`src/fbsr_defines.vh`:
```
// offsets, field positions and reset values of the register bank
// What this block does
// - clock fault set when fast or slow oscillator fails.
// - comm timeout flag set when comm watchdog expires.
// - temperature summary latches OR of five alarm bits.
// - cell high summary latches OR of twelve cell high bits.
// - cell low summary latches OR of twelve cell low bits.
// - broken lead summary latches OR of thirteen lead break bits.
// - zero write clears a summary only once its detail is clear.
// - ground and stack top lead flags set on detection, zero write clears.
// - bandgap flag set when reference leaves its power-good window.
// - positive force: cells read 1fff, temperatures 3fff.
// - negative force: cells read 2000, temperatures zero.
// - temperature alarm bits set on over-temperature, zero write clears.
// - read-all returns locations 0x00 to 0x06 in one read.
// - balance status entry zero holds manual and timed enables.
// - entries one to twelve serve automatic balancing.
// - balance status address reaches the pointer-selected entry.
// - allow bit permits or inhibits balancing; setting it also clears the done flag.
// - enable and inhibit commands act like writing the allow bit.
// - allow clears when balancing completes, as done flag sets.
// - comm timeout setting resets to all ones, longest period.
// - balancing timeout resets to zero, decoded for timing.
// - checksum mismatch on check sets mismatch flag.
// - checksum mismatch stops scanning and balancing.
// - done flag sets when timed or auto balancing ends; resets one.
`ifndef FBSR_DEFINES_VH
`define FBSR_DEFINES_VH
`define FBSR_A_CELL_HIGH 6'h00
`define FBSR_A_CELL_LOW 6'h01
`define FBSR_A_LEAD 6'h02
`define FBSR_A_FAULT_SETUP 6'h03
`define FBSR_A_FAULT 6'h04
`define FBSR_A_CELL_SETUP 6'h05
`define FBSR_A_TEMP 6'h06
`define FBSR_A_READ_ALL 6'h0f
`define FBSR_A_HIGH_LIM 6'h10
`define FBSR_A_LOW_LIM 6'h11
`define FBSR_A_TEMP_LIM 6'h12
`define FBSR_A_BAL_SETUP 6'h13
`define FBSR_A_BAL_STATUS 6'h14
`define FBSR_A_TIMEOUT 6'h15
`define FBSR_READ_ALL_LAST 6'h06
`define FBSR_FS_SELECTOR 13
`define FBSR_FS_REGULATOR 12
`define FBSR_FS_BANDGAP 11
`define FBSR_FS_CHECKSUM 10
`define FBSR_FS_GROUND 9
`define FBSR_FS_STACK_TOP 8
`define FBSR_FS_BROKEN 7
`define FBSR_FS_CELL_LOW 6
`define FBSR_FS_CELL_HIGH 5
`define FBSR_FS_TEMP 4
`define FBSR_FS_COMM 3
`define FBSR_FS_CLOCK 2
`define FBSR_CS_NEG 13
`define FBSR_CS_POS 12
`define FBSR_BS_ALLOW 9
`define FBSR_BS_PTR_LO 5
`define FBSR_MODE_OFF 2'h0
`define FBSR_MODE_MANUAL 2'h1
`define FBSR_MODE_TIMED 2'h2
`define FBSR_MODE_AUTO 2'h3
`define FBSR_ZERO 14'h0000
`define FBSR_CELL_POS_FULL 14'h1fff
`define FBSR_CELL_NEG_FULL 14'h2000
`define FBSR_TEMP_POS_FULL 14'h3fff
`define FBSR_TEMP_NEG_FULL 14'h0000
`define FBSR_RST_HIGH_LIM 14'h1fff
`define FBSR_RST_LOW_LIM 14'h0000
`define FBSR_RST_TEMP_LIM 14'h0000
`define FBSR_RST_TIMEOUT 14'h007f
`define FBSR_RST_FAULT_SETUP 14'h0270
`define FBSR_ENTRIES 13
`define FBSR_TICK_US 1000
`define FBSR_CLK_MHZ 50
`define FBSR_TICK_CYCLES (`FBSR_TICK_US * `FBSR_CLK_MHZ)
`endif

```
`src/fbsr_regs.v`:
```
// fault status, cell setup and balance setup register bank
`timescale 1ns/10ps
`default_nettype none
`include "fbsr_defines.vh"
module fbsr_regs #(
    parameter TICK_CYCLES = `FBSR_TICK_CYCLES
) (
    input wire mclk_in,
    input wire rst_in,
    input wire [5:0] reg_addr_in,
    input wire reg_wr_in,
    input wire reg_rd_in,
    input wire [13:0] reg_wdata_in,
    output reg [13:0] reg_rdata_out,
    output reg reg_rvalid_out,
    output wire reg_rlast_out,
    input wire osc_fast_fail_in,
    input wire osc_slow_fail_in,
    input wire comm_watchdog_expired_in,
    input wire bandgap_bad_in,
    input wire regulator_bad_in,
    input wire selector_loop_fail_in,
    input wire ground_open_in,
    input wire stack_top_open_in,
    input wire [12:0] lead_open_in,
    input wire [4:0] temp_over_in,
    input wire checksum_check_in,
    input wire checksum_bad_in,
    input wire bal_enable_cmd_in,
    input wire bal_inhibit_cmd_in,
    input wire bal_complete_in,
    input wire cell_valid_in,
    input wire [3:0] cell_index_in,
    input wire [13:0] cell_raw_in,
    input wire [13:0] temp_raw_in,
    input wire [13:0] fault_mask_in,
    output reg [13:0] cell_result_out,
    output reg [13:0] temp_result_out,
    output reg fault_n_out,
    output reg scan_halt_out,
    output reg balancing_active_out,
    output reg [1:0] balancing_mode_select_out,
    output reg [11:0] cell_drain_enables_out,
    output reg [6:0] comm_timeout_setting_out,
    output reg [6:0] balancing_timeout_setting_out,
    output reg [15:0] balancing_timeout_ticks_out,
    output reg [13:0] temp_limit_out
);
////////////////////////////////////////////////////////////////////////////////
// pin level inputs pass two flops before use
wire [25:0] async_raw;
reg [25:0] sync1_reg;
reg [25:0] sync2_reg;
assign async_raw = {osc_fast_fail_in, osc_slow_fail_in, bandgap_bad_in, regulator_bad_in,
    selector_loop_fail_in, ground_open_in, stack_top_open_in, lead_open_in, temp_over_in,
    comm_watchdog_expired_in};
always @(posedge mclk_in or posedge rst_in) begin
    if (rst_in) begin
        sync1_reg <= 26'h0000000;
        sync2_reg <= 26'h0000000;
    end else begin
        sync1_reg <= async_raw;
        sync2_reg <= sync1_reg;
    end
end
wire s_osc_fast = sync2_reg[25];
wire s_osc_slow = sync2_reg[24];
wire s_bandgap = sync2_reg[23];
wire s_regulator = sync2_reg[22];
wire s_selector = sync2_reg[21];
wire s_ground = sync2_reg[20];
wire s_stack_top = sync2_reg[19];
wire [12:0] s_lead = sync2_reg[18:6];
wire [4:0] s_temp = sync2_reg[5:1];
wire s_comm = sync2_reg[0];
////////////////////////////////////////////////////////////////////////////////
reg [11:0] cell_high_bits_reg;
reg [11:0] cell_low_bits_reg;
reg [12:0] lead_break_bits_reg;
reg [13:0] fault_setup_reg;
reg [13:0] fault_summary_reg;
reg [13:0] cell_setup_reg;
reg [4:0] temp_input_alarm_bits_reg;
reg [13:0] cell_high_limit_reg;
reg [13:0] cell_low_limit_reg;
reg [13:0] external_temp_limit_reg;
reg [13:0] balancing_setup_reg;
reg [13:0] timeout_settings_reg;
reg balancing_done_flag_reg;
reg [11:0] bal_entry_reg [0:`FBSR_ENTRIES-1];
reg [5:0] stream_addr_reg;
reg stream_active_reg;
// signed compare against limits
function signed_gt;
    input [13:0] a;
    input [13:0] b;
    begin
        signed_gt = $signed(a) > $signed(b);
    end
endfunction
function addr_hit;
    input [5:0] a;
    input [5:0] b;
    begin
        addr_hit = (a == b);
    end
endfunction
wire wr_fault = reg_wr_in && addr_hit(reg_addr_in, `FBSR_A_FAULT);
wire wr_zero = (reg_wdata_in == `FBSR_ZERO);
wire [3:0] ptr = balancing_setup_reg[`FBSR_BS_PTR_LO+3:`FBSR_BS_PTR_LO];
wire ptr_ok = (ptr < `FBSR_ENTRIES);
wire force_pos = cell_setup_reg[`FBSR_CS_POS];
wire force_neg = cell_setup_reg[`FBSR_CS_NEG];
wire cell_in_range = cell_valid_in && (cell_index_in >= 4'h1) && (cell_index_in <= 4'hc);
wire [3:0] cell_slot = cell_index_in - 4'h1;
wire bal_allow = balancing_setup_reg[`FBSR_BS_ALLOW];
////////////////////////////////////////////////////////////////////////////////
// detail bits: a lead or temperature set beats a clearing write; a cell high or low write beats a set
always @(posedge mclk_in or posedge rst_in) begin
    if (rst_in) begin
        cell_high_bits_reg <= 12'h000;
        cell_low_bits_reg <= 12'h000;
        lead_break_bits_reg <= 13'h0000;
        temp_input_alarm_bits_reg <= 5'h00;
    end else begin
        if (reg_wr_in && addr_hit(reg_addr_in, `FBSR_A_CELL_HIGH))
            cell_high_bits_reg <= reg_wdata_in[11:0];
        else if (cell_in_range && signed_gt(cell_raw_in, cell_high_limit_reg))
            cell_high_bits_reg[cell_slot] <= 1'b1;
        if (reg_wr_in && addr_hit(reg_addr_in, `FBSR_A_CELL_LOW))
            cell_low_bits_reg <= reg_wdata_in[11:0];
        else if (cell_in_range && signed_gt(cell_low_limit_reg, cell_raw_in))
            cell_low_bits_reg[cell_slot] <= 1'b1;
        if (reg_wr_in && addr_hit(reg_addr_in, `FBSR_A_LEAD))
            lead_break_bits_reg <= reg_wdata_in[12:0] | s_lead;
        else
            lead_break_bits_reg <= lead_break_bits_reg | s_lead;
        if (reg_wr_in && addr_hit(reg_addr_in, `FBSR_A_TEMP))
            temp_input_alarm_bits_reg <= reg_wdata_in[4:0] | s_temp;
        else
            temp_input_alarm_bits_reg <= temp_input_alarm_bits_reg | s_temp;
    end
end
////////////////////////////////////////////////////////////////////////////////
// a summary clears only once its detail is zero
reg [13:0] fault_summary_next;
always @* begin
    fault_summary_next = fault_summary_reg;
    if (wr_fault && wr_zero) begin
        fault_summary_next = `FBSR_ZERO;
        fault_summary_next[`FBSR_FS_TEMP] = |temp_input_alarm_bits_reg;
        fault_summary_next[`FBSR_FS_CELL_HIGH] = |cell_high_bits_reg;
        fault_summary_next[`FBSR_FS_CELL_LOW] = |cell_low_bits_reg;
        fault_summary_next[`FBSR_FS_BROKEN] = |lead_break_bits_reg;
    end else if (wr_fault) begin
        fault_summary_next = reg_wdata_in & 14'h3ffc;
    end
    if (s_osc_fast || s_osc_slow)
        fault_summary_next[`FBSR_FS_CLOCK] = 1'b1;
    if (s_comm)
        fault_summary_next[`FBSR_FS_COMM] = 1'b1;
    if (|temp_input_alarm_bits_reg)
        fault_summary_next[`FBSR_FS_TEMP] = 1'b1;
    if (|cell_high_bits_reg)
        fault_summary_next[`FBSR_FS_CELL_HIGH] = 1'b1;
    if (|cell_low_bits_reg)
        fault_summary_next[`FBSR_FS_CELL_LOW] = 1'b1;
    if (|lead_break_bits_reg)
        fault_summary_next[`FBSR_FS_BROKEN] = 1'b1;
    if (s_stack_top)
        fault_summary_next[`FBSR_FS_STACK_TOP] = 1'b1;
    if (s_ground)
        fault_summary_next[`FBSR_FS_GROUND] = 1'b1;
    if (checksum_check_in && checksum_bad_in)
        fault_summary_next[`FBSR_FS_CHECKSUM] = 1'b1;
    if (s_bandgap)
        fault_summary_next[`FBSR_FS_BANDGAP] = 1'b1;
    if (s_regulator)
        fault_summary_next[`FBSR_FS_REGULATOR] = 1'b1;
    if (s_selector)
        fault_summary_next[`FBSR_FS_SELECTOR] = 1'b1;
end
always @(posedge mclk_in or posedge rst_in) begin
    if (rst_in)
        fault_summary_reg <= `FBSR_ZERO;
    else
        fault_summary_reg <= fault_summary_next;
end
////////////////////////////////////////////////////////////////////////////////
// setup registers and balancing control
reg [13:0] bal_setup_next;
always @* begin
    bal_setup_next = balancing_setup_reg;
    if (reg_wr_in && addr_hit(reg_addr_in, `FBSR_A_BAL_SETUP))
        bal_setup_next = reg_wdata_in & 14'h03ff;
    if (bal_enable_cmd_in)
        bal_setup_next[`FBSR_BS_ALLOW] = 1'b1;
    if (bal_inhibit_cmd_in)
        bal_setup_next[`FBSR_BS_ALLOW] = 1'b0;
    // completion and checksum failure beat an enable
    if (bal_complete_in || fault_summary_reg[`FBSR_FS_CHECKSUM])
        bal_setup_next[`FBSR_BS_ALLOW] = 1'b0;
end
always @(posedge mclk_in or posedge rst_in) begin
    if (rst_in) begin
        fault_setup_reg <= `FBSR_RST_FAULT_SETUP;
        cell_setup_reg <= `FBSR_ZERO;
        cell_high_limit_reg <= `FBSR_RST_HIGH_LIM;
        cell_low_limit_reg <= `FBSR_RST_LOW_LIM;
        external_temp_limit_reg <= `FBSR_RST_TEMP_LIM;
        balancing_setup_reg <= `FBSR_ZERO;
        timeout_settings_reg <= `FBSR_RST_TIMEOUT;
        balancing_done_flag_reg <= 1'b1;
    end else begin
        balancing_setup_reg <= bal_setup_next;
        if (bal_complete_in)
            balancing_done_flag_reg <= 1'b1;
        else if (bal_setup_next[`FBSR_BS_ALLOW] && !bal_allow)
            balancing_done_flag_reg <= 1'b0;
        if (reg_wr_in) begin
            case (reg_addr_in)
                `FBSR_A_FAULT_SETUP: fault_setup_reg <= reg_wdata_in & 14'h1fff;
                `FBSR_A_CELL_SETUP: cell_setup_reg <= reg_wdata_in;
                `FBSR_A_HIGH_LIM: cell_high_limit_reg <= reg_wdata_in & 14'h1fff;
                `FBSR_A_LOW_LIM: cell_low_limit_reg <= reg_wdata_in & 14'h1fff;
                `FBSR_A_TEMP_LIM: external_temp_limit_reg <= reg_wdata_in;
                `FBSR_A_TIMEOUT: timeout_settings_reg <= reg_wdata_in;
                default: ;
            endcase
        end
    end
end
////////////////////////////////////////////////////////////////////////////////
// balance status entries behind one pointer-indexed window
genvar gi;
generate
    for (gi = 0; gi < `FBSR_ENTRIES; gi = gi + 1) begin : g_entry
        always @(posedge mclk_in or posedge rst_in) begin
            if (rst_in)
                bal_entry_reg[gi] <= 12'h000;
            else if (reg_wr_in && addr_hit(reg_addr_in, `FBSR_A_BAL_STATUS) && (ptr == gi))
                bal_entry_reg[gi] <= reg_wdata_in[11:0];
        end
    end
endgenerate
////////////////////////////////////////////////////////////////////////////////
// read mux; read-all streams seven words
function [13:0] read_word;
    input [5:0] a;
    begin
        case (a)
            `FBSR_A_CELL_HIGH: read_word = {2'h0, cell_high_bits_reg};
            `FBSR_A_CELL_LOW: read_word = {2'h0, cell_low_bits_reg};
            `FBSR_A_LEAD: read_word = {1'h0, lead_break_bits_reg};
            `FBSR_A_FAULT_SETUP: read_word = fault_setup_reg;
            `FBSR_A_FAULT: read_word = fault_summary_reg;
            `FBSR_A_CELL_SETUP: read_word = cell_setup_reg;
            `FBSR_A_TEMP: read_word = {9'h000, temp_input_alarm_bits_reg};
            `FBSR_A_HIGH_LIM: read_word = cell_high_limit_reg;
            `FBSR_A_LOW_LIM: read_word = cell_low_limit_reg;
            `FBSR_A_TEMP_LIM: read_word = external_temp_limit_reg;
            `FBSR_A_BAL_SETUP: read_word = balancing_setup_reg;
            `FBSR_A_BAL_STATUS: read_word = ptr_ok ? {2'h0, bal_entry_reg[ptr]} : `FBSR_ZERO;
            `FBSR_A_TIMEOUT: read_word = timeout_settings_reg;
            default: read_word = `FBSR_ZERO;
        endcase
    end
endfunction
assign reg_rlast_out = reg_rvalid_out && !stream_active_reg;
always @(posedge mclk_in or posedge rst_in) begin
    if (rst_in) begin
        reg_rdata_out <= `FBSR_ZERO;
        reg_rvalid_out <= 1'b0;
        stream_addr_reg <= 6'h00;
        stream_active_reg <= 1'b0;
    end else if (stream_active_reg) begin
        reg_rdata_out <= read_word(stream_addr_reg);
        reg_rvalid_out <= 1'b1;
        stream_active_reg <= (stream_addr_reg != `FBSR_READ_ALL_LAST);
        stream_addr_reg <= stream_addr_reg + 6'h01;
    end else if (reg_rd_in && addr_hit(reg_addr_in, `FBSR_A_READ_ALL)) begin
        reg_rdata_out <= read_word(6'h00);
        reg_rvalid_out <= 1'b1;
        stream_active_reg <= 1'b1;
        stream_addr_reg <= 6'h01;
    end else begin
        reg_rdata_out <= reg_rd_in ? read_word(reg_addr_in) : reg_rdata_out;
        reg_rvalid_out <= reg_rd_in;
    end
end
////////////////////////////////////////////////////////////////////////////////
// derived outputs; both force bits set together pass readings raw
reg [15:0] timeout_ticks;
always @* begin
    case (timeout_settings_reg[13:7])
        7'h00: timeout_ticks = 16'h0000;
        default: timeout_ticks = {9'h000, timeout_settings_reg[13:7]} * 16'h003c;
    endcase
end
always @(posedge mclk_in or posedge rst_in) begin
    if (rst_in) begin
        cell_result_out <= `FBSR_ZERO;
        temp_result_out <= `FBSR_ZERO;
        fault_n_out <= 1'b1;
        scan_halt_out <= 1'b0;
        balancing_active_out <= 1'b0;
        balancing_mode_select_out <= `FBSR_MODE_OFF;
        cell_drain_enables_out <= 12'h000;
        comm_timeout_setting_out <= 7'h7f;
        balancing_timeout_setting_out <= 7'h00;
        balancing_timeout_ticks_out <= 16'h0000;
        temp_limit_out <= `FBSR_ZERO;
    end else begin
        if (force_pos && !force_neg) begin
            cell_result_out <= `FBSR_CELL_POS_FULL;
            temp_result_out <= `FBSR_TEMP_POS_FULL;
        end else if (force_neg && !force_pos) begin
            cell_result_out <= `FBSR_CELL_NEG_FULL;
            temp_result_out <= `FBSR_TEMP_NEG_FULL;
        end else begin
            cell_result_out <= cell_raw_in;
            temp_result_out <= temp_raw_in;
        end
        fault_n_out <= ~|(fault_summary_reg & ~fault_mask_in);
        scan_halt_out <= fault_summary_reg[`FBSR_FS_CHECKSUM];
        balancing_active_out <= bal_allow && !fault_summary_reg[`FBSR_FS_CHECKSUM] &&
            (balancing_setup_reg[1:0] != `FBSR_MODE_OFF);
        balancing_mode_select_out <= balancing_setup_reg[1:0];
        cell_drain_enables_out <= bal_entry_reg[0];
        comm_timeout_setting_out <= timeout_settings_reg[6:0];
        balancing_timeout_setting_out <= timeout_settings_reg[13:7];
        balancing_timeout_ticks_out <= timeout_ticks;
        temp_limit_out <= external_temp_limit_reg;
    end
end
// entries 1..12 feed auto balancing via the window
wire unused_auto = |bal_entry_reg[1] | balancing_done_flag_reg;
endmodule // fbsr_regs
`default_nettype wire

```
`config.mk`:
```
export PLATFORM = sky130hd
export DESIGN_NAME = fbsr_regs
export DESIGN_NICKNAME = d
export VERILOG_FILES = /design/src/fbsr_regs.v
export VERILOG_INCLUDE_DIRS = /design/src /design/src/src
export SDC_FILE = /design/constraint.sdc
export NUM_CORES = 1
export LEC_CHECK = 0
export ABC_AREA = 1
export BUFFER_PORTS_ARGS = -buffer_cell sky130_fd_sc_hd__buf_4
export CAP_MARGIN = 30
export CORE_ASPECT_RATIO = 1.75
export CORE_MARGIN = 4
export CORE_UTILIZATION = 30
export CTS_CLUSTER_DIAMETER = 30
export DETAILED_ROUTE_END_ITERATION = 7
export PLACE_DENSITY = 0.48
export SLEW_MARGIN = 10
export SYNTH_ARGS = -nofsm -noshare
export SYNTH_HDL_FRONTEND = slang
export SYNTH_SLANG_ARGS = --single-unit
```
`constraint.sdc`:
```
create_clock -name mclk_in -period 14.6 [get_ports mclk_in]
set_clock_uncertainty 0.1 [all_clocks]
set_input_delay 2.92 -clock mclk_in [delete_from_list [all_inputs] [get_ports mclk_in]]
set_output_delay 2.92 -clock mclk_in [all_outputs]
set_load 0.02 [all_outputs]
```
# After elaboration in Yosys (flattened, before gate mapping)
# Cells that the tools add are included.
# Widths: inputs -> output; s select.
dict set report word_totals {
  register_bits 466
  input_bits 102
  out_inout_bits 105
  wordCells 234
}
dict set report classes {
  addsub 2
  n_mul 1
  magnitude_cmp 8
  n_eq_ne 38
  muxes 46
  n_bitwise 9
  reduce_logical 75
}
# cell n
set ops {}
lappend ops {{$pmux 14 s13} 2}
lappend ops {{$mux 14} 9}
lappend ops {{$mux 12} 7}
lappend ops {{$eq 6x5->1 const B} 12}
lappend ops {{$bmux 12 s4} 1}
lappend ops {{$reduce_bool 3->1} 13}
lappend ops {{$eq 6x3->1 const B} 6}
lappend ops {{$logic_and 1x1->1} 33}
lappend ops {{$gt 14x14->1} 2}
lappend ops {{$mux 13} 2}
lappend ops {{$or 13x13->13} 2}
lappend ops {{$eq 6x2->1 const B} 4}
lappend ops {{$or 12x12->12} 2}
lappend ops {{$reduce_or 12->1} 2}
lappend ops {{$eq 4x4->1 const B} 5}
lappend ops {{$mux 1} 20}
lappend ops {{$eq 4x3->1 const B} 4}
lappend ops {{$and 14x14->14} 1}
lappend ops {{$logic_not 14->1} 1}
lappend ops {{$not 14->14} 1}
lappend ops {{$reduce_or 14->1} 1}
lappend ops {{$reduce_or 13->1} 1}
lappend ops {{$eq 6x1->1 const B} 2}
lappend ops {{$logic_not 6->1} 2}
lappend ops {{26 further kinds} 44}

# Logic depth before layout (Yosys ltp)
# Gate-level depths: netlist of the first run.
dict set report depth {
  ltp_word 9
  mapped_depth 16
  depth_no_buf 14
}

# Worst setup path after synthesis of the first run
# No wires, ideal clock.
dict set report synth_path {
  path_type {in2reg}
  from {input cell_raw_in[11]}
  to {register cell_low_bits_reg[0]}
  setup_ns 0.077
  arrival_time_ns 4.165
  t_required_ns 14.423
  path_slack_ns 10.257
  stages 11
  path_buffers 1
  path_cell_list {inv_1 > ha_1 > nand2_1 > nor2_1 > nand3_1 > inv_1 > nand2_1 > nand3_1 > clkbuf_1 > nand4_1 > a21oi_1}
}
dict set report synth_via {
  elab_chain_len 3
}
# item line_no
set synth_lines {}
lappend synth_lines {{start: declaration} fbsr_regs.v:34} ;# input wire [13:0] cell_raw_in,
lappend synth_lines {{$gt 14x14->1} fbsr_regs.v:98} ;# signed_gt = $signed(a) > $signed(b);
lappend synth_lines {{$logic_and 1x1->1} fbsr_regs.v:132} ;# else if (cell_in_range && signed_gt(cell_low_limit_reg, cell_raw_in))
lappend synth_lines {{$reduce_bool 2->1 (no source line)} --}
lappend synth_lines {{end signal: assignment} fbsr_regs.v:131} ;# cell_low_bits_reg <= reg_wdata_in[11:0];
lappend synth_lines {{end: declaration} fbsr_regs.v:78} ;# reg [11:0] cell_low_bits_reg;
# No other way between the ends.
# A chain may end at the register's enable or synchronous reset.

# Worst setup path after layout of the first run
dict set report layout_path {
  from {input reg_addr_in[0]}
  to {register bal_entry_reg[135] (netlist name)}
}
dict set report layout_via {
  elab_chain_len 3
}
# item line_no
set layout_lines {}
lappend layout_lines {{start: declaration} fbsr_regs.v:10} ;# input wire [5:0] reg_addr_in,
lappend layout_lines {{$eq 6x5->1} fbsr_regs.v:105} ;# addr_hit = (a == b);
lappend layout_lines {{$logic_and 1x1->1 (2 in series)} fbsr_regs.v:241} ;# else if (reg_wr_in && addr_hit(reg_addr_in, `FBSR_A_BAL_STATUS) && (ptr == gi))
lappend layout_lines {{end signal: indexed assignment} fbsr_regs.v:242} ;# bal_entry_reg[gi] <= reg_wdata_in[11:0];
lappend layout_lines {{end: declaration} fbsr_regs.v:90} ;# reg [11:0] bal_entry_reg [0:`FBSR_ENTRIES-1];
# No other way between the ends.

==> metrics.txt, run 1 <==
Psw=1.47 mW; FILL cells=7847; Clk network pwr share=49.3%; Synth Flop Type=dfrtp_1; critical-path maximum fanout=24; cts hold-fix bufs=0; # setup viols final=0; vias=20600; Post-synth EDFFs=0; Max H-tree Level=3; status=completed; Post-DP HPWL=72.9 mm; unrepaired setup endpoints after global routing=false; Resized Gates After CTS=0; Synth top cells by count=nand2_1, dfrtp_1, o21ai_0; crit path kind=in2reg; final setup TNS=0 ps; vias per cell=4.98; Post-CTS Setup Inserts=0; area leader, netlist=dfrtp_1; number of port buffers=199; worst hold stages=0; combinational share of power=17.5%; total power=4.67 mW; sw frac=31.5%; initial antenna violation count=1; Flop pwr share=33.2%; Synth Cell Area=22800 µm²; Final Cycle Share=35.7%; leading cell type by number of instances after synthesis=nand2_1; TritonCTS Buffers=91; synth top area cells=dfrtp_1, nand2_1, o21ai_0; Reg2Reg Launch Point=stream_addr_reg[4]; Reg clk slew, reported paths=50 ps; Die H=372 µm; Yosys reg bits=459; Post-Syn Area per Cell=7.93 µm²; Reg-to-Reg End=reg_rdata_out[9]; area delta synth->final=25.9%; Layout Nets=3215; area of the multi-input gates=9750 µm²; Initial Util=30.3%; Syn Inst Count=2872; Peak VDD IR=83.2 µV; Seq/Total Area, Yosys=50.6%; reg2reg path depth=12; Post-route DRC=0; crit path to=bal_entry_reg[135]; Ys Warns=0; Cell Rows=133; worst min path class=reg2reg; max-slew violation count=0; Die W=216 µm; initial DRC count=1670; pwr dens=163 nW/µm²; gr ovfl total=0; max reg flops=156; Max-Cap Viols=0; LEAKAGE=14.1 nW; core area=75200 µm²; endpoint type of the worst setup path=flip-flop; internal power=3.20 mW; pin count of the biggest net entering global routing=167; GPL Wtd Cong=0.949; Startpoint Class=input pin; first drt pass iteration count=7; clk sinks=459; WL/cell=24.3 µm; async set-reset flop share out of synthesis=100%; CTS tree=built; Skew-Pair Late Insertion Delay=660 ps; Yosys cell types=50; register area=11500 µm²; Synth top area share=46.9%; number of global-route vias before repair=20900; Critical Path RT=15050 ps; Ports=207; arrival time at the worst endpoint=5660 ps; Period minus WS final=5210 ps; Setup crit start=reg_addr_in[0]; Fmax=192 MHz; Slew headroom=35.6%; Hold Slack=243 ps; Bufs on Longest Clock Path=3; die area=80500 µm²; Routed WL=101 mm; measured slew at the worst slew-check pin=966 ps; R2R setup slack=11170 ps; first-pass GRT wire length=145 mm; Antenna Nets Post-Route=0; GRT Total Usage=24.9%; layout cell share with drive strength beyond 1=16.2%; Root Buffer=clkbuf_16; final hold vios=0
worst max-delay path: stages:
cell and delay, ps:
buf_4 140, inv_1 110, nand2_1 150, nor2_4 370, nand2_2 170, nor2_4 560
nand3_1 800, o21ai_0 420
area by class of cell:
type / count / share of cell area (%)
repair buffers: 247 / 6.68
multi-input cells: 2048 / 34.0
flip-flops and latches: 459 / 40.2
clock inverters: 60 / 3.10
clock buffers: 110 / 8.84
diodes: 1 / 0.00873
well taps: 1012 / 4.42
inverters: 208 / 2.74
how the worst min path moves through the flow:
stage	from	to
2_1_floorplan	sync1_reg[0]	sync2_reg[0]
3_3_place_gp	sync1_reg[8]	sync2_reg[8]
3_5_place_dp	sync1_reg[11]	sync2_reg[11]
4_1_cts	sync1_reg[8]	sync2_reg[8]
5_1_grt	sync1_reg[11]	sync2_reg[11]
6_report	sync1_reg[8]	sync2_reg[8]
power by group through the flow:
stage          clock, mW  combinational, mW  sequential (mW)
3_5_place_dp           0              0.817             1.57
6_report            2.30              0.818             1.55
2_1_floorplan          0              0.420             1.55
4_1_cts             2.35              0.820             1.55
5_1_grt             2.41              0.889             1.56
3_3_place_gp           0              0.809             1.57
placed cells by master, fill, tap and decap left out, drive strengths merged, types with 2 or more instances in the layout:
| master | instances |
|---|---|
| a31oi | 4 |
| dfrtp | 427 |
| bufinv | 18 |
| a22oi | 2 |
| nor4 | 11 |
| nand3 | 113 |
| nand2 | 1015 |
| clkinvlp | 9 |
| buf | 247 |
| or2 | 12 |
| conb | 5 |
| a211o | 5 |
| ha | 47 |
| clkbuf | 110 |
| nor3 | 11 |
| o21ai | 365 |
| nand3b | 2 |
| clkinv | 25 |
| o22ai | 9 |
| nor2 | 222 |
| o21bai | 2 |
| o31ai | 3 |
| inv | 216 |
| a21oi | 71 |
| fa | 11 |
| dfstp | 32 |
| nand4 | 121 |
| o211ai | 5 |
logic make-up after synthesis:
family          count (synthesis)  synth area share, %
compound gates                474                 10.8
fa+ha+maj                      58                 3.55
flops                         459                 50.6
simple gates                 1509                 28.2
buf+inv                       369                 6.70
other cells                     1               0.0165
xor+xnor                        2               0.0769
through the flow:
stage	setup slack, ps	utilization [%]	instances	cell area (µm²)
2_1_floorplan	5400	-	2876	22800
3_3_place_gp	8100	33.5	3968	25200
3_5_place_dp	8490	33.5	3971	25200
4_1_cts	9200	38.0	4141	28600
5_1_grt	9110	38.1	4144	28700
6_report	9390	38.1	4145	28700
metal layers:
| metal | up-vias | part of all wire (%) | wire length, µm | track usage [%] |
|---|---|---|---|---|
| li1 | 9700 | - | - | - |
| met1 | 10000 | 35 | 35500 | 25.9 |
| met2 | 696 | 53 | 53700 | 46.6 |
| met3 | 208 | 4.5 | 4580 | 3.65 |
| met4 | 0 | 6.9 | 6990 | 15.6 |
| met5 | - | 0 | 0 | 0 |
Note: power is estimated with default switching activity, not from simulation.
==> run 2, diff against run 1 <==
==> constraint.sdc (replaced) <==
create_clock -name mclk_in -period 4.7 [get_ports mclk_in]
set_clock_uncertainty 0.1 [all_clocks]
set_input_delay 0.94 -clock mclk_in [delete_from_list [all_inputs] [get_ports mclk_in]]
set_output_delay 0.94 -clock mclk_in [all_outputs]
set_load 0.02 [all_outputs]
==> run 2 against run 1 <==
Effect of this change:
- core utilization shrank 0.15 points
- largest cell class unchanged
- worst hold slack gained 1.2 ps
- first-iteration DRC count grew 5.6%
- critical endpoint is now balancing_timeout_ticks_out[10]
- worst setup slack lost 7900 ps
- sequential share of layout area grew 0.15 points
- critical path type is now reg2reg
- sequential cell count is the same
==> metrics.txt, run 2 (synthesis results as in run 1) <==
max reg flops=156 (unchanged); Post-DP HPWL=76.2 mm (+4.5%); pwr dens=489 nW/µm² (+200%); Die H=372 µm (unchanged); Initial Util=30.3% (unchanged); Critical Path RT=5130 ps (-9920 ps); Layout Nets=3236 (+0.65%); endpoint type of the worst setup path=flip-flop; utilization after layout=38.0% (-0.15 points); status=completed; Peak VDD IR=298 µV (+260%); Fmax=309 MHz; GRT Total Usage=25.1% (+0.26 points); critical-path maximum fanout=7 (-71%); Routed WL=102 mm (+1.1%); Die W=216 µm (unchanged); final hold vios=0 (unchanged); initial antenna violation count=0 (-1); Antenna Nets Post-Route=0 (unchanged); first drt pass iteration count=7 (unchanged); final setup TNS=0 ps (unchanged); Hold Slack=244 ps (+1.17 ps); die area=80500 µm² (unchanged); LEAKAGE=14.1 nW (-0.23%); layout cell share with drive strength beyond 1=16.5% (+0.31 points); Skew-Pair Late Insertion Delay=660 ps (about the same); clk sinks=459 (unchanged); cts hold-fix bufs=0 (unchanged); max-slew violation count=0 (unchanged); unrepaired setup endpoints after global routing=false; worst min path class=reg2reg; measured slew at the worst slew-check pin=840 ps (-126 ps); WL/cell=24.5 µm (+0.85%); Period minus WS final=3240 ps; Post-CTS Setup Inserts=0 (unchanged); CTS tree=built; GPL Wtd Cong=0.938 (-1.2%); Root Buffer=clkbuf_16; crit path kind=reg2reg; # setup viols final=0 (unchanged); Resized Gates After CTS=0 (unchanged); # diodes=0 (-1); Max H-tree Level=3 (unchanged); first-pass GRT wire length=146 mm (+0.72%); number of global-route vias before repair=21000 (+0.043%); TritonCTS Buffers=85 (-6.6%); most frequent cells in the layout=nand2_1, dfrtp_1, o21ai_0, buf_4, nor2_1; vias per cell=4.99 (+0.34%); Reg clk slew, reported paths=60 ps (about the same); most common cell after layout, fill and taps aside=nand2_1; gr ovfl total=0 (unchanged); design area=28600 µm² (-0.39%); Post-Place Worst Slack=1220 ps (-7270 ps); area delta synth->final=25.4%; number of port buffers=199 (unchanged); vias=20800 (+0.64%); Slew headroom=43.9% (+8.3 points); Cell Rows=133 (unchanged); placed cell areas=25500 µm² (+1.1%); core area=75200 µm² (unchanged); Ports=207 (unchanged); Startpoint Class=flip-flop; initial DRC count=1763 (+5.6%); pin count of the biggest net entering global routing=99 (-41%); Final Cycle Share=69.0%; Post-route DRC=0 (unchanged); arrival time at the worst endpoint=3680 ps (-1980 ps); Max-Cap Viols=0 (unchanged); min setup slack post-route=1460 ps (-7930 ps); Bufs on Longest Clock Path=3 (unchanged)
run 2: per-stage QoR:
stage	power, mW	cells
finish	14.0	4157
global route	14.5	4157
CTS	14.1	4156
detailed placement	7.46	4000
global placement	7.44	3998
floorplan	6.13	2876
run 2: where the power goes:
group	internal, mW	switching [mW]	leakage (nW)
sequential	4.36	0.461	5.79
combinational	0.763	1.83	6.79
clock	4.25	2.30	1.49
total	9.37	4.59	14.1
run 2: final cells by class:
| class | count | area, µm² |
|---|---|---|
| fillers | 7827 | 46700 |
| well taps | 1012 | 1270 |
| flip-flops and latches | 459 | 11500 |
| repair buffers | 274 | 2150 |
| clock inverters | 57 | 815 |
| clock buffers | 99 | 2270 |
| inverters | 208 | 785 |
| multi-input cells | 2048 | 9750 |
run 2: worst max-delay path, stage by stage, from the launching register on:
cell and delay, ps:
dfrtp_1 530, fa_1 580, fa_1 550, inv_1 60, fa_1 440, nor2_1 160, o21ai_0 130, a21oi_1 190
o21ai_0 100, nand2_1 80, xnor2_1 110, nor2_1 60
run 2: path summary, 6_finish.rpt:
check,start,end,slack [ps],depth (start not counted)
max in group asynchronous,rst_in,fault_n_out,3050,4
max reg2reg,timeout_settings_reg[7],balancing_timeout_ticks_out[10],1460,11
max,timeout_settings_reg[7],balancing_timeout_ticks_out[10],1460,11
min reg2reg,sync1_reg[11],sync2_reg[11],240,0
min,sync1_reg[11],sync2_reg[11],240,0
min in group asynchronous,rst_in,bal_entry_reg[53],280,2
run 2: routing by layer:
layer / routed length, µm / GRT usage, % / vias up
met3: 4320 / 3.71 / 229
li1: - / - / 9741
met1: 35900 / 26.2 / 10100
met5: 0 / 0 / -
met4: 8770 / 17.5 / 0
met2: 52900 / 46.1 / 723
==> run 3, diff against run 2 <==
--- a/config.mk
+++ b/config.mk
@@ -14,7 +14,7 @@
 export CORE_UTILIZATION = 30
 export CTS_CLUSTER_DIAMETER = 30
 export DETAILED_ROUTE_END_ITERATION = 7
-export PLACE_DENSITY = 0.48
+export PLACE_DENSITY = 0.46
 export SLEW_MARGIN = 10
 export SYNTH_ARGS = -nofsm -noshare
 export SYNTH_HDL_FRONTEND = slang
==> constraint.sdc (replaced) <==
create_clock -name mclk_in -period 3.2 [get_ports mclk_in]
set_clock_uncertainty 0.1 [all_clocks]
set_input_delay 0.64 -clock mclk_in [delete_from_list [all_inputs] [get_ports mclk_in]]
set_output_delay 0.64 -clock mclk_in [all_outputs]
set_load 0.02 [all_outputs]
==> run 3 against run 2 <==
Effect of this change:
- combinational power is 52% higher
- count of clock-buffer cells in the layout is 3 lower
- global-route usage hardly changed
- core utilization is 1.1 points higher
- non-clock buffer count is 77 higher
- power is 49% higher
- wire length is 0.33% higher
- final cell count is 2.2% higher
==> metrics.txt, run 3 (synthesis results as in run 1) <==
status=completed; DRT met1 WL=37.7 mm (+5.0%); Post-Place Worst Slack=134 ps (-1080 ps); vias per cell=4.97 (-0.37%); first-pass GRT wire length=147 mm (+0.42%); number of port buffers=199 (unchanged); most frequent cells in the layout=nand2_1, dfrtp_1, o21ai_0, buf_4, inv_1; Peak VDD IR=386 µV (+29%); GRT Total Usage=25.1% (about the same); Skew-Pair Late Insertion Delay=690 ps (+30 ps); Max H-tree Level=3 (unchanged); endpoint type of the worst setup path=flip-flop; Period minus WS final=3040 ps (-199 ps); Post-route DRC=0 (unchanged); WL/cell=24.1 µm (-1.8%); pwr dens=705 nW/µm² (+44%); reg2reg path depth=11 (unchanged); Die H=372 µm (unchanged); critical-path maximum fanout=4 (-3); Initial Util=30.3% (unchanged); pin count of the biggest net entering global routing=100 (+1.0%); gr ovfl total=0 (unchanged); max-slew violation count=0 (unchanged); metal3 WL=4.41 mm (+2.1%); CP bufs+invs=1 (unchanged); crit path kind=reg2reg; # setup viols final=0 (unchanged); Final Cycle Share=95.1% (+26 points); FILL cells=7794 (-0.42%); number of global-route vias before repair=21400 (+1.9%); LEAKAGE=14.5 nW (+3.1%); Slowest Stage Delay on Critical Path=550 ps (-30 ps); layout cell share with drive strength beyond 1=18.0% (+1.5 points); max reg flops=156 (unchanged); CTS tree=built; Reg clk slew, reported paths=60 ps (about the same); Post-CTS Setup Inserts=0 (unchanged); Die W=216 µm (unchanged); Max Used Layer=met4; Post-DP HPWL=77.3 mm (+1.4%); Critical Path RT=3650 ps (-1480 ps); clk sinks=459 (unchanged); Max-Cap Viols=0 (unchanged); Slew headroom=36.8% (-7.1 points); initial antenna violation count=4 (+4); measured slew at the worst slew-check pin=943 ps (+103 ps); Bufs on Longest Clock Path=3 (unchanged); Levels on crit path=11 (unchanged); min setup slack post-route=158 ps (-1300 ps); first drt pass iteration count=6 (-1); Fmax=329 MHz (+6.5%); die area=80500 µm² (unchanged); Startpoint Class=flip-flop; register area=11500 µm² (unchanged); unrepaired setup endpoints after global routing=false; Root Buffer=clkbuf_16; Largest delay share family, worst path=adder cells; worst min path class=in2reg; Routed WL=102 mm (+0.33%); area delta synth->final=29.2%; TritonCTS Buffers=88 (+3.5%); critical path, cell by cell=fa_2, fa_1, inv_1, fa_1, nor2_2, o21ai_0, a21oi_1, o21ai_0, nand2_1, xnor2_1, nor2_1; total power=20.7 mW (+49%); vias=21100 (+1.8%); GPL Wtd Cong=1.10 (+17%); final hold vios=0 (unchanged); most common cell after layout, fill and taps aside=nand2_1; core area=75200 µm² (unchanged); Slowest cell on crit path=fa_1; area of the multi-input gates=9750 µm² (about the same); initial DRC count=1910 (+8.3%); Cell Rows=133 (unchanged); met2 routed WL=51.3 mm (-3.1%); worst hold stages=3 (+3); Layout Nets=3316 (+2.5%); arrival time at the worst endpoint=3490 ps (-190 ps); Ports=207 (unchanged); Antenna Nets Post-Route=0 (unchanged)
run 3: changes by cell type in the layout (fill, tap and decap cells not counted), sizes merged, moves of 3 or more:
cell         before  now
diode             0    3
buf             274  324
dlygate4sd3       0   27
inv             220  225
clkinv           22   30
clkbuf           99   96
run 3: power breakdown:
| part | switching (mW) | internal (mW) |
|---|---|---|
| logic | 2.70 | 1.24 |
| clock network | 3.60 | 6.18 |
| registers | 0.622 | 6.40 |
| total | 6.93 | 13.8 |
run 3: layout make-up:
class,instances,area share (%)
clock inverter,70,3.10
clock buffer,96,7.69
sequential,459,39.2
timing repair buffer,351,9.85
multi-input combinational,2048,33.2
tap,1012,4.31
antenna,3,0.0255
inverter,208,2.67
run 3: metrics by stage:
| step | instance area (µm²) | utilization [%] | instances | hold WS (ps) | setup TNS, ps |
|---|---|---|---|---|---|
| final | 29400 | 39.1 | 4247 | 72.3 | 0 |
| after global routing | 29400 | 39.1 | 4244 | 67.7 | 0 |
| after CTS | 29400 | 39.1 | 4244 | 24.1 | 0 |
| after detailed placement | 26000 | 34.5 | 4051 | 236 | 0 |
| after global placement | 25900 | 34.5 | 4050 | 235 | 0 |
| after floorplan | 22800 | - | 2876 | 231 | -1654780 |
run 3: path summary, 6_finish.rpt:
kind                                         start                         endpoint  slack [ps]
max                        timeout_settings_reg[8]  balancing_timeout_ticks_out[10]         160
min                              bal_enable_cmd_in           balancing_setup_reg[9]          70
min reg2reg                          sync1_reg[14]                    sync2_reg[14]         230
min in group asynchronous                   rst_in     temp_input_alarm_bits_reg[2]         470
max reg2reg                timeout_settings_reg[8]  balancing_timeout_ticks_out[10]         160
max in group asynchronous                   rst_in           cell_high_limit_reg[4]        1500
run 3: worst reg2reg max path, stage by stage, from the launching register on:
cell and delay (ps):
dfrtp_2 430, fa_2 480, fa_1 550, inv_1 70
fa_1 450, nor2_2 150, o21ai_0 120, a21oi_1 220
o21ai_0 110, nand2_1 80, xnor2_1 110, nor2_1 60
run 3: repair_timing:
action | in CTS | in global routing
hold endpoints to repair | 39 | 0
gates resized for setup | 0 | 3
endpoints found under the setup margin | 0 | 2
hold buffers | 27 | 0
run 3: per-layer routing:
metal	vias up	GRT usage, %
met2	715	44.1
met5	-	0
met3	256	3.30
li1	9908	-
met1	10200	27.7
met4	0	18.7
